[src/include/prog_seq_pkg.sv]
// Function
// - direct start in idle runs from line zero
// - stored start in run jumps to zero
// - stored start in step halts at zero
// - every start but a faulted one clears the return register
// - direct start with empty memory faults
// - jump past last line warns, blanks, idles
// - label lookup returns first matching line
// - label must be 0..99 and present
// - direct jump moves prompt, stays idle
// - stored jump in run continues there
// - stored jump in step moves prompt only
// - jump target must be 0..999 constant
// - run command executes stored lines in order
// - run at end or empty faults
// - step executes line, advances, goes idle
// - stop halts step, run switches to run
// - step at end line warns
// - step leaves numeric entry untouched
// - back one line, terminate entry, repeat held
// - back in execute or at zero faults
// - delete removes line, closes gap
// - delete in execute or at end faults
// - call loads return with next position
package prog_seq_pkg;
	// ****************************************
	// sizes and limits
	// ****************************************
	localparam int LINE_W = 10; // line numbers 0..999
	localparam int DEPTH = 32; // stored lines held
	localparam int PTR_W = 5; // memory index width
	localparam int CNT_W = 6; // line count width
	localparam int X_W = 14; // rounded x magnitude
	localparam int LBL_W = 7; // label number width
	localparam int KIND_W = 3; // line command kind
	localparam int ENT_W = 11; // one memory entry
	localparam int KIND_LSB = 0; // kind field position
	localparam int LBL_LSB = 3; // label field position
	localparam int HASL_BIT = 10; // label present bit
	localparam logic [X_W-1:0] JUMP_MAX = 14'h03e7;
	localparam logic [X_W-1:0] LABEL_MAX = 14'h0063;
	localparam logic [LINE_W-1:0] FIRST_LINE = 10'h000;
	// ****************************************
	// timing
	// ****************************************
	localparam int CLK_MHZ = 250; // system clock rate
	localparam int REPEAT_MS = 100; // held-key repeat time
	localparam int REPEAT_CYC = REPEAT_MS * 1000 * CLK_MHZ;
	// ****************************************
	// types
	// ****************************************
	typedef enum logic [1:0] {
		ST_IDLE = 2'h0,
		ST_RUN = 2'h1,
		ST_STEP = 2'h3
	} seq_state_e;
	typedef enum logic [2:0] {
		K_START = 3'h0,
		K_RUN = 3'h1,
		K_STEP = 3'h2,
		K_JUMP = 3'h3,
		K_LABEL = 3'h4,
		K_PREV = 3'h5,
		K_DELETE = 3'h6
	} key_e;
	typedef enum logic [2:0] {
		KD_PLAIN = 3'h0,
		KD_STOP = 3'h1,
		KD_RUN = 3'h2,
		KD_START = 3'h3,
		KD_JUMP = 3'h4,
		KD_CALL = 3'h5,
		KD_RET = 3'h6
	} kind_e;
	typedef enum logic [1:0] {
		M_EXEC = 2'h0,
		M_ENTRY = 2'h1,
		M_EDIT = 2'h2
	} mode_e;
endpackage

[src/include/prog_mem_if.sv]
`timescale 1ns/1ps
// ****************************************
// program memory carrier
// ****************************************
interface prog_mem_if;
	import prog_seq_pkg::*;
	logic [ENT_W-1:0] ent [DEPTH]; // stored lines
	logic [CNT_W-1:0] count; // assigned lines
	logic wr_en; // append one line
	logic [ENT_W-1:0] wr_data; // appended entry
	logic del_en; // delete one line
	logic [PTR_W-1:0] del_idx; // line to delete
	logic [LBL_W-1:0] find_lbl; // label searched
	logic find_hit; // label found
	logic [PTR_W-1:0] find_idx; // first match
	modport store(input wr_en, wr_data, del_en, del_idx,
		output ent, count);
	modport look(input ent, count, find_lbl,
		output find_hit, find_idx);
	modport ctl(input ent, count, find_hit, find_idx,
		output wr_en, wr_data, del_en, del_idx, find_lbl);
endinterface

[src/program_sequencer_control.sv]
`timescale 1ns/1ps
// ****************************************
// program sequencer control
// ****************************************
module program_sequencer_control #(
	parameter int REPEAT_CYCLES = prog_seq_pkg::REPEAT_CYC
) (
	input wire logic CLK_SYS,
	input wire logic RST,
	input wire logic CMD_VALID,
	input wire prog_seq_pkg::key_e CMD_KEY,
	input wire logic CMD_HELD,
	input wire prog_seq_pkg::mode_e MODE,
	input wire logic DISP_MEM,
	input wire logic X_CONST,
	input wire logic X_NEG,
	input wire logic [prog_seq_pkg::X_W-1:0] X_INT,
	input wire logic APPEND_VALID,
	input wire prog_seq_pkg::kind_e APPEND_KIND,
	input wire logic APPEND_HAS_LABEL,
	input wire logic [prog_seq_pkg::LBL_W-1:0] APPEND_LABEL,
	output prog_seq_pkg::seq_state_e STATE,
	output logic [prog_seq_pkg::LINE_W-1:0] LINE_INDICATOR,
	output logic LINE_BLANK,
	output logic [prog_seq_pkg::LINE_W-1:0] RETURN_LINE,
	output logic RETURN_VALID,
	output logic [prog_seq_pkg::CNT_W-1:0] PROG_LINES,
	output logic X_LOAD,
	output logic [prog_seq_pkg::LINE_W-1:0] X_LOAD_LINE,
	output logic START_FAULT,
	output logic JUMP_RANGE_WARNING,
	output logic STEP_END_WARNING,
	output logic CMD_ERROR,
	output logic ERROR_SHOWN,
	output logic TERMINATE_ENTRY
);
	import prog_seq_pkg::*;

	// ****************************************
	// memory and search
	// ****************************************
	prog_mem_if m ();
	line_store u_line_store (.clk(CLK_SYS), .rst(RST), .m(m.store));
	label_finder u_label_finder (.m(m.look));

	// ****************************************
	// decode
	// ****************************************
	seq_state_e next_state; // next sequencer state
	logic [LINE_W-1:0] next_prompt; // next edit prompt
	logic [LINE_W-1:0] next_ret; // next return line
	logic next_ret_v, next_blank, next_xload;
	logic next_sf, next_jw, next_sw, next_err, next_shown;
	logic next_term;
	logic [LINE_W-1:0] next_xline;
	logic held_rep; // held back key is repeating
	logic [31:0] rep_cnt; // repeat interval counter

	wire logic [LINE_W-1:0] end_line = LINE_W'(m.count);
	wire logic at_end = LINE_INDICATOR == end_line;
	wire logic [ENT_W-1:0] cur =
		m.ent[LINE_INDICATOR[PTR_W-1:0]];
	wire kind_e cur_kind = kind_e'(cur[KIND_LSB+:KIND_W]);
	wire logic [LINE_W-1:0] x_line = LINE_W'(X_INT);
	wire logic [LINE_W-1:0] after = LINE_INDICATOR + 10'h001;
	// jump target and label number checks
	wire logic x_jump_ok = X_CONST && !X_NEG
		&& X_INT <= JUMP_MAX;
	wire logic x_past = X_INT >= X_W'(m.count);
	wire logic x_lbl_ok = X_CONST && !X_NEG
		&& X_INT <= LABEL_MAX;
	// direct commands act only from idle
	wire logic idle_cmd = CMD_VALID && STATE == ST_IDLE;
	wire logic c_start = idle_cmd && CMD_KEY == K_START;
	wire logic c_run = idle_cmd && CMD_KEY == K_RUN;
	wire logic c_step = idle_cmd && CMD_KEY == K_STEP;
	wire logic c_jump = idle_cmd && CMD_KEY == K_JUMP;
	wire logic c_label = idle_cmd && CMD_KEY == K_LABEL;
	wire logic c_prev = idle_cmd && CMD_KEY == K_PREV;
	wire logic c_del = idle_cmd && CMD_KEY == K_DELETE;
	wire logic prev_bad = MODE == M_EXEC
		|| LINE_INDICATOR == FIRST_LINE;
	wire logic del_ok = c_del && MODE != M_EXEC
		&& !at_end;
	wire logic rep_fire = held_rep && CMD_HELD
		&& rep_cnt == 32'(REPEAT_CYCLES - 1)
		&& LINE_INDICATOR != FIRST_LINE;

	// memory control
	assign m.del_en = del_ok;
	assign m.del_idx = LINE_INDICATOR[PTR_W-1:0];
	assign m.wr_en = APPEND_VALID && STATE == ST_IDLE
		&& !CMD_VALID;
	assign m.wr_data = {APPEND_HAS_LABEL, APPEND_LABEL,
		APPEND_KIND};
	assign m.find_lbl = LBL_W'(X_INT);
	assign PROG_LINES = m.count;

	// ****************************************
	// next-state logic
	// ****************************************
	always_comb begin
		next_state = STATE;
		next_prompt = LINE_INDICATOR;
		next_ret = RETURN_LINE;
		next_ret_v = RETURN_VALID;
		next_blank = LINE_BLANK;
		next_xload = 1'b0;
		next_xline = X_LOAD_LINE;
		next_sf = 1'b0;
		next_jw = 1'b0;
		next_sw = 1'b0;
		next_err = 1'b0;
		next_shown = 1'b0;
		next_term = 1'b0;
		if (c_start) begin
			if (m.count == '0) begin
				next_sf = 1'b1;
				next_err = 1'b1;
			end else begin
				next_state = ST_RUN;
				next_prompt = FIRST_LINE;
				next_ret_v = 1'b0;
				next_blank = 1'b0;
			end
		end else if (c_run) begin
			if (at_end) begin
				next_err = 1'b1;
			end else begin
				next_state = ST_RUN;
			end
		end else if (c_step) begin
			// no entry termination here
			if (at_end) begin
				next_sw = 1'b1;
			end else begin
				next_state = ST_STEP;
			end
		end else if (c_jump) begin
			if (!x_jump_ok) begin
				next_err = 1'b1;
			end else if (x_past) begin
				next_jw = 1'b1;
				next_prompt = end_line;
				next_blank = 1'b1;
			end else begin
				next_prompt = x_line;
				next_blank = 1'b0;
			end
		end else if (c_label) begin
			if (x_lbl_ok && m.find_hit) begin
				next_xload = 1'b1;
				next_xline = LINE_W'(m.find_idx);
			end else begin
				next_err = 1'b1;
			end
		end else if (c_prev) begin
			if (prev_bad) begin
				next_err = 1'b1;
				next_shown = DISP_MEM;
			end else begin
				next_prompt = LINE_INDICATOR - 10'h001;
				next_term = MODE == M_ENTRY;
				next_blank = 1'b0;
			end
		end else if (c_del) begin
			if (!del_ok) begin
				next_err = 1'b1;
				next_shown = DISP_MEM;
			end
		end else if (rep_fire) begin
			next_prompt = LINE_INDICATOR - 10'h001;
		end else if (STATE == ST_RUN && at_end) begin
			next_state = ST_IDLE;
		end else if (STATE == ST_RUN || STATE == ST_STEP) begin
			// one stored line per cycle
			next_prompt = after;
			if (STATE == ST_STEP) begin
				next_state = ST_IDLE;
			end
			case (cur_kind)
				KD_STOP: begin
					next_state = ST_IDLE;
					if (STATE == ST_STEP) begin
						next_prompt = LINE_INDICATOR;
					end
				end
				KD_RUN: begin
					next_state = ST_RUN;
				end
				KD_START: begin
					next_prompt = FIRST_LINE;
					next_ret_v = 1'b0;
				end
				KD_JUMP, KD_CALL: begin
					if (!x_jump_ok) begin
						next_err = 1'b1;
						next_state = ST_IDLE;
						next_prompt = LINE_INDICATOR;
					end else if (x_past) begin
						next_jw = 1'b1;
						next_prompt = end_line;
						next_blank = 1'b1;
						next_state = ST_IDLE;
					end else begin
						next_prompt = x_line;
						if (cur_kind == KD_CALL) begin
							next_ret = after;
							next_ret_v = 1'b1;
						end
					end
				end
				KD_RET: begin
					if (RETURN_VALID) begin
						next_prompt = RETURN_LINE;
						next_ret_v = 1'b0;
					end else begin
						next_err = 1'b1;
						next_state = ST_IDLE;
					end
				end
				default: begin
				end
			endcase
		end
	end

	// ****************************************
	// state registers
	// ****************************************
	always_ff @(posedge CLK_SYS) begin
		if (RST) begin
			STATE <= ST_IDLE;
			LINE_INDICATOR <= FIRST_LINE;
			RETURN_LINE <= '0;
			RETURN_VALID <= 1'b0;
			LINE_BLANK <= 1'b0;
			X_LOAD_LINE <= '0;
		end else begin
			STATE <= next_state;
			LINE_INDICATOR <= next_prompt;
			RETURN_LINE <= next_ret;
			RETURN_VALID <= next_ret_v;
			LINE_BLANK <= next_blank;
			X_LOAD_LINE <= next_xline;
		end
	end

	// one-cycle event outputs
	always_ff @(posedge CLK_SYS) begin
		if (RST) begin
			{X_LOAD, START_FAULT, JUMP_RANGE_WARNING} <= 3'h0;
			{STEP_END_WARNING, CMD_ERROR} <= 2'h0;
			{ERROR_SHOWN, TERMINATE_ENTRY} <= 2'h0;
		end else begin
			{X_LOAD, START_FAULT, JUMP_RANGE_WARNING} <=
				{next_xload, next_sf, next_jw};
			{STEP_END_WARNING, CMD_ERROR} <= {next_sw, next_err};
			{ERROR_SHOWN, TERMINATE_ENTRY} <=
				{next_shown, next_term};
		end
	end

	// held back key: repeat timer
	always_ff @(posedge CLK_SYS) begin
		if (RST) begin
			held_rep <= 1'b0;
			rep_cnt <= '0;
		end else if (!CMD_HELD) begin
			held_rep <= 1'b0;
			rep_cnt <= '0;
		end else if (c_prev && !prev_bad) begin
			held_rep <= 1'b1;
			rep_cnt <= '0;
		end else if (held_rep) begin
			rep_cnt <= rep_fire ? '0 : rep_cnt + 32'h1;
		end
	end
endmodule // program_sequencer_control

[src/line_store.sv]
`timescale 1ns/1ps
// ****************************************
// line storage with close-up delete
// ****************************************
module line_store (
	input wire logic clk,
	input wire logic rst,
	prog_mem_if.store m
);
	import prog_seq_pkg::*;

	// per-line storage: shift up from the deleted line
	for (genvar i = 0; i < DEPTH; i++) begin : g_ent
		logic shift; // this line takes its successor
		logic load; // this line is the append slot
		logic [ENT_W-1:0] succ; // successor content
		assign shift = m.del_en && (PTR_W'(i) >= m.del_idx);
		assign load = m.wr_en && (m.count == CNT_W'(i));
		if (i == DEPTH - 1) begin : g_last
			assign succ = '0;
		end else begin : g_mid
			assign succ = m.ent[i+1];
		end
		always_ff @(posedge clk) begin
			if (rst) begin
				m.ent[i] <= '0;
			end else if (shift) begin
				m.ent[i] <= succ;
			end else if (load) begin
				m.ent[i] <= m.wr_data;
			end
		end
	end

	// line count: delete wins over append
	always_ff @(posedge clk) begin
		if (rst) begin
			m.count <= '0;
		end else if (m.del_en) begin
			m.count <= m.count - CNT_W'(1);
		end else if (m.wr_en && m.count < CNT_W'(DEPTH)) begin
			m.count <= m.count + CNT_W'(1);
		end
	end
endmodule // line_store

[src/label_finder.sv]
`timescale 1ns/1ps
// ****************************************
// first-occurrence label search
// ****************************************
module label_finder (
	prog_mem_if.look m
);
	import prog_seq_pkg::*;

	logic [DEPTH-1:0] hit; // per-line match

	// one comparator per stored line
	for (genvar i = 0; i < DEPTH; i++) begin : g_cmp
		assign hit[i] = m.ent[i][HASL_BIT]
			&& (m.ent[i][LBL_LSB+:LBL_W] == m.find_lbl)
			&& (CNT_W'(i) < m.count);
	end

	// lowest matching line wins
	always_comb begin
		m.find_idx = '0;
		for (int j = DEPTH - 1; j >= 0; j--) begin
			if (hit[j]) begin
				m.find_idx = PTR_W'(j);
			end
		end
	end
	assign m.find_hit = |hit;
endmodule // label_finder

[config.mk]
export PLATFORM = sky130hd
export DESIGN_NAME = program_sequencer_control
export DESIGN_NICKNAME = d
export VERILOG_FILES = /design/src/include/prog_seq_pkg.sv /design/src/include/prog_mem_if.sv /design/src/program_sequencer_control.sv /design/src/line_store.sv /design/src/label_finder.sv
export SDC_FILE = /design/constraint.sdc
export NUM_CORES = 1
export LEC_CHECK = 0
export ABC_AREA = 1
export BUFFER_PORTS_ARGS = -buffer_cell sky130_fd_sc_hd__buf_2
export CAP_MARGIN = 20
export CORE_UTILIZATION = 50
export CTS_CLUSTER_DIAMETER = 200
export DETAILED_ROUTE_END_ITERATION = 12
export PLACE_DENSITY = 0.68
export SETUP_SLACK_MARGIN = 0.3
export SLEW_MARGIN = 0
export SYNTH_ARGS = -nofsm -noshare
export SYNTH_HDL_FRONTEND = slang
export SYNTH_SLANG_ARGS = --single-unit
[constraint.sdc]
create_clock -name CLK_SYS -period 3.2 [get_ports CLK_SYS]
set_clock_uncertainty 0.1 [all_clocks]
set_input_delay 0.64 -clock CLK_SYS [delete_from_list [all_inputs] [get_ports CLK_SYS]]
set_output_delay 0.64 -clock CLK_SYS [all_outputs]
set_load 0.1 [all_outputs]
==> out/qor.txt, run 1 <==
Synth cell types - 72
max-cap viol count - 0
mean number of vias per cell - 6.01
CTS buffer count - 48
vias in the first global route - 25700
CP endpoint kind - flip-flop
Critical Path AT - 3.60 ns
Synth top area share - 34.4%
Worst EP required - 3.57 ns
Max Freq - 0.310 GHz
number of flops mapped to enable cells by yosys - 0
root buf cell - clkbuf_16
status - finished, violations left
die height - 225 um
final core occ - 63.9%
Total Wirelength - 108 mm
area delta synth->final - 26.0%
antenna viol nets, final - 0
Slew @ Worst Pin - 1.08 ns
initial antenna violation count - 2
commonest cells after routing, fill and taps aside - nand2_1 (942), dfxtp_1 (406), buf_4 (367)
clock slew at reported path FFs - 0.06 ns
CTS max path bufs - 3
sequential area share after synthesis - 34.4%
sequential share of power - 30.3%
RePlAce Congestion - 1.04
R2R cell count - 18
RSZ-0062 raised after global routing - true
pwr/cell area - 637 mW/mm^2
Worst Hold Class - in2reg
CTS tree - done
Clock power frac - 27.7%
largest net degree at the start of global routing - 181
post-route clock period utilization - 101%
Pleak - 12.1 nW
ys flop type - dfxtp_1
top cell type by total area after synthesis - dfxtp_1
Reg2Reg Capture Point - LINE_INDICATOR[0]$_SDFFE_PP0P_
crit path launch - LINE_INDICATOR[2]$_SDFFE_PP0P_
Nets - 4127
sw power - 8.32 mW
HPWL after DPL - 76.7 mm
reg2reg start - LINE_INDICATOR[2]$_SDFFE_PP0P_
Clock Sinks - 427
Setup crit end - LINE_INDICATOR[0]$_SDFFE_PP0P_
IO Port Bufs - 79
grt total ovfl - 0
final hold vios - 0
Die W - 225 um
synthesis-stage register bit count - 427
reg2reg setup slack - -0.03 ns
worst setup margin - -0.0262 ns
Max FO, Critical Path - 7
final instance area - 0.0313 mm^2
first-pass GRT wire length - 160 mm
Hold Startpoint - MODE[1]
pre-CTS setup slack - -0.316 ns
Finish-stage setup viols - 5
Crit Path Class - reg2reg
ys async rst share - 0%
worst vdd ir - 441 uV
max-slew violation count - 0
number of synthesis warnings - 0
core area - 0.0490 mm^2
Synth Cell Area - 0.0248 mm^2
startpoint types - flip-flop
post-synthesis cell count - 3708
most common cell after layout, fill and taps aside - nand2_1
via count - 28700
Row Count - 81
overall global routing resource usage - 41.7%
failing checks - negative setup slack
Ports - 85
Rel. slew slack - 27.9%
H-tree levels - 2
Hold Slack - 0.0994 ns
# DRC - 0
Final min period - 3.23 ns
die area - 0.0506 mm^2
Initial Utilization - 50.8%
Switching Fraction - 41.7%
Synth Area per Inst - 6.70 um^2
DRT Pass-1 Iters - 6
top cells by area, synth - dfxtp_1 (34%), nand2_1 (15%), nor2_1 (5.7%)
Detailed Route Iter0 Violations - 3678
share of layout cells above drive strength 1 - 21.5%
Int Pwr - 11.6 mW
routed len/inst - 22.7 um
worst skew pair latency - 0.62 ns
Comb power frac - 42.0%
Area after DPL - 0.0281 mm^2
==> how the worst min path moves through the flow <==
stage                                       endpoint  slack (ns)  depth (start not counted)
after floorplan             rep_cnt[31]$_SDFFE_PP0P_        0.32                          1
after global placement      rep_cnt[31]$_SDFFE_PP0P_        0.33                          1
after detailed placement    rep_cnt[31]$_SDFFE_PP0P_        0.34                          1
after CTS                 TERMINATE_ENTRY$_SDFF_PP0_        0.08                          2
after global routing      TERMINATE_ENTRY$_SDFF_PP0_        0.09                          2
final                     TERMINATE_ENTRY$_SDFF_PP0_         0.1                          2
==> cell type report <==
cell class	instances	area (um^2)
fill	4476	17700
multi-input combinational	2711	14800
sequential	427	8600
timing repair buffer	496	3950
inverter	382	1560
clock buffer	75	1430
tap	664	831
clock inverter	12	101
timing repair inverter	7	58.8
antenna	4	10.0
==> per-stage QoR <==
stage | instances | total power, mW | setup TNS (ns)
finish | 4778 | 19.9 | -0.100
floorplan | 3712 | 10.0 | 0
CTS | 4746 | 19.2 | 0
global route | 4774 | 20.5 | -1.02
global placement | 4614 | 13.1 | -4.68
detailed placement | 4614 | 13.1 | -5.19
==> state kept, by name (all words and copies together) (netlist names) <==
name / count
RETURN_VALID: 1
START_FAULT: 1
STATE: 2
TERMINATE_ENTRY: 1
ERROR_SHOWN: 1
CMD_ERROR: 1
RETURN_LINE: 10
LINE_BLANK: 1
LINE_INDICATOR: 10
X_LOAD_LINE: 5
u_line_store.m.ent: 11
X_LOAD: 1
u_line_store.g_ent.succ: 341
u_line_store.m.count: 6
held_rep: 1
rep_cnt: 32
STEP_END_WARNING: 1
JUMP_RANGE_WARNING: 1
==> power by group through the flow <==
stage / clock network (mW) / registers, mW / logic [mW]
after floorplan: 0 / 6.59 / 3.44
after global placement: 0 / 6.12 / 7.01
after detailed placement: 0 / 6.12 / 7.02
after CTS: 5.54 / 6.01 / 7.63
after global routing: 5.77 / 6.05 / 8.71
final: 5.52 / 6.04 / 8.37
==> layer usage <==
layer	vias to the layer above	part of all wire [%]	global-route usage [%]
li1	13200	-	-
met1	13300	39	55.8
met2	1900	41	60.8
met3	372	14	12.3
met4	0	5.6	20.7
met5	-	0	0
==> worst max-delay path: stages (launching register included) <==
cell and delay [ns]:
dfxtp_4 0.39, inv_2 0.07, nor2_2 0.04, inv_2 0.10, nor2_4 0.05, buf_4 0.15
inv_2 0.22, o2111ai_1 0.24, o21ai_2 0.32, nand4_4 0.22, nor2_2 0.17, inv_2 0.05
buf_6 0.12, nor2_4 0.15, buf_6 0.14, a22oi_2 0.05, o21ai_1 0.14, nand2_1 0.08
a221oi_2 0.29
==> synth_stat cells (3+ instances only) <==
cell type,n
nand4_1,47
buf_1,5
dfxtp_1,427
o22ai_1,36
a211oi_1,36
a21oi_1,225
o21ai_0,228
nor2_4,12
clkbuf_1,118
o21ai_1,15
o2111ai_1,15
nand3_1,75
clkinv_1,23
buf_4,24
a32oi_1,3
nor2_1,378
a2111oi_0,4
nor2_2,13
nand2_2,5
xnor2_1,57
nand2_1,972
a221oi_1,18
o211ai_1,23
o31ai_1,5
a31oi_1,157
buf_2,29
nor3b_1,6
ha_1,16
nor3_1,62
o221ai_1,21
inv_1,326
buf_6,15
a311oi_1,32
nand3b_1,4
nor4_1,36
inv_2,32
xor2_1,101
o32ai_1,3
or2_2,19
a22oi_1,42
==> timing repair <==
| action | CTS | global route |
|---|---|---|
| buffers inserted | 41 | 22 |
| endpoints found under the setup margin | 188 | 352 |
| pin swaps | 38 | 70 |
| gates cloned | 4 | 6 |
| resized for setup | 109 | 225 |
| hold buffers | 0 | 0 |
==> logic make-up after synthesis <==
| kind of cell | share of synthesized area, % |
|---|---|
| fa+ha+maj | 0.806 |
| xor+xnor | 5.57 |
| simple gates | 27.8 |
| buf+inv | 9.65 |
| compound gates | 21.8 |
| other cells | 0.0151 |
| flops | 34.4 |
(Power assumes the default switching activity.)
==> run 2, diff against run 1 <==
CTS_BUF_LIST = sky130_fd_sc_hd__clkbuf_4   (was not set)
==> run 2 against run 1 <==
Compared with the run above:
- the flow still finishes with violations (negative setup slack)
- largest power group unchanged
- maximum frequency is 1.3% lower
- setup slack worse by 0.042 ns
- flip-flop and latch count stayed put
- register-to-register slack worse by 0.04 ns
- clock power is 5.4% lower
- sequential power hardly changed
==> out/qor.txt, run 2 (synthesized netlist as in run 1, its figures left out) <==
fillers - 4527
IO Port Bufs - 79
max FFs per register - 341
DRT Pass-1 Iters - 9
share of layout cells above drive strength 1 - 23.3%
Critical Path AT - 3.95 ns
vias in the first global route - 26300
Finish-stage setup viols - 8
first-pass GRT wire length - 161 mm
clock slew at reported path FFs - 0.08 ns
H-tree levels - 3
Clock Sinks - 427
CP max-delay cell - dfxtp_4
root buf cell - clkbuf_4
CTS buffer count - 116
via count - 29000
Worst EP required - 3.88 ns
worst skew pair latency - 0.97 ns
commonest cells after routing, fill and taps aside - nand2_1 (941), dfxtp_1 (406), buf_4 (371)
antenna viol nets, final - 0
Crit Path Class - reg2reg
Worst Hold Class - in2reg
Hold Slack - 0.0328 ns
final instance area - 0.0313 mm^2
overall global routing resource usage - 42.1%
area delta synth->final - 25.9%
CTS max path bufs - 3
Initial Utilization - 50.8%
Total Wirelength - 109 mm
Ports - 85
final hold vios - 0
status - finished, violations left
die height - 225 um
startpoint types - flip-flop
busiest layer in global routing - met2
Max FO, Critical Path - 8
grt met2 use - 61.2%
largest net degree at the start of global routing - 181
Final min period - 3.27 ns
GR Util met1 - 56.5%
Die W - 225 um
Nets - 4198
Pleak - 12.3 nW
Overall Power - 19.7 mW
post-route clock period utilization - 102%
max-slew violation count - 0
routed len/inst - 22.3 um
mean number of vias per cell - 5.92
setup TNS - -0.316 ns
CP endpoint kind - flip-flop
initial antenna violation count - 5
GR Layer Usage met3 - 11.9%
worst setup margin - -0.0684 ns
RePlAce Congestion - 1.04
die area - 0.0506 mm^2
CP max stage delay - 0.46 ns
Worst path top cell family by delay - simple AND/OR/NAND/NOR gates
CP Cell Sequence - nor2_4 -> inv_2 -> nor2_4 -> buf_4 -> a22oi_1 -> o2111ai_2 -> nand2_2 -> nand4_1 -> inv_2 -> nand2_2 -> nor2_2 -> inv_2 -> buf_6 -> nor2_4 -> buf_6 -> a22oi_2 -> o21ai_1 -> nand2_1 -> a221oi_2
Layout Cells excl Fill - 4909
most common cell after layout, fill and taps aside - nand2_1
pwr/cell area - 630 mW/mm^2
RSZ-0062 raised after global routing - true
Max Freq - 0.306 GHz
# DRC - 0
grt total ovfl - 0
Slew @ Worst Pin - 1.16 ns
failing checks - negative setup slack
Rel. slew slack - 22.9%
Area after DPL - 0.0281 mm^2
CTS tree - done
HPWL after DPL - 76.7 mm
Detailed Route Iter0 Violations - 4051
CP bufs+invs - 6
Placed Cells - 4614
worst vdd ir - 601 uV
max-cap viol count - 0
core area - 0.0490 mm^2
Row Count - 81
-- run 2: cell types whose count changed in the layout (fill, tap and decap cells not counted), sizes merged, moves of 2 or more --
cell and change:
clkinv +22, buf -5, dlygate4sd3 +7, diode +3
inv -2, clkbuf +105
-- run 2: worst paths after layout --
check / start / end / slack, ns / cells past startpoint
hold reg to reg: rep_cnt[31]$_SDFFE_PP0P_ / rep_cnt[31]$_SDFFE_PP0P_ / 0.36 / 1
hold / removal: CMD_KEY[2] / JUMP_RANGE_WARNING$_SDFF_PP0_ / 0.03 / 5
setup reg to reg: LINE_INDICATOR[1]$_SDFFE_PP0P_ / LINE_INDICATOR[0]$_SDFFE_PP0P_ / -0.07 / 19
setup / recovery: LINE_INDICATOR[1]$_SDFFE_PP0P_ / LINE_INDICATOR[0]$_SDFFE_PP0P_ / -0.07 / 19
-- run 2: final cells by class --
cell class	count	area (um^2)	area share, %
Clock buffer	178	1340	4.27
Timing Repair inverter	7	51.3	0.164
Sequential cell	427	8600	27.5
Multi-Input combinational cell	2711	14800	47.3
Clock inverter	34	196	0.628
Antenna cell	7	17.5	0.0560
Tap cell	664	831	2.66
Inverter	382	1510	4.84
Timing Repair Buffer	499	3950	12.6
-- run 2: what timing repair did --
action,4_1_cts,5_1_grt
cloned,3,7
hold buffers,7,0
setup endpoints to repair,195,350
setup buffers,31,28
pin swaps,38,60
endpoints found under the hold margin,5,0
gates resized for setup,119,170
-- run 2: power breakdown --
part	switching, mW	internal [mW]	leakage [nW]
clock network	2.53	2.69	0.920
registers	0.433	5.61	3.46
logic	5.57	2.88	7.93
total	8.54	11.2	12.3
-- run 2: worst min-delay path, cell delays in order --
cell,delay [ns]
buf_2,0.10
buf_4,0.12
nor2_1,0.07
inv_1,0.06
a21oi_1,0.06
-- run 2: per-layer routing --
layer	vias up	part of all wire [%]	routed length, um
li1	13400	-	-
met1	13400	40	43400
met2	1915	42	45500
met3	369	13	14300
met4	4	5.6	6130
met5	-	0.021	23
-- run 2: metrics by stage --
stage               utilization (%)  worst slack, ns
finish                         63.9          -0.0684
global route                   63.9           -0.176
CTS                            62.0           0.0799
detailed placement             57.4           -0.316
global placement               57.4           -0.327
floorplan                         -            0.261
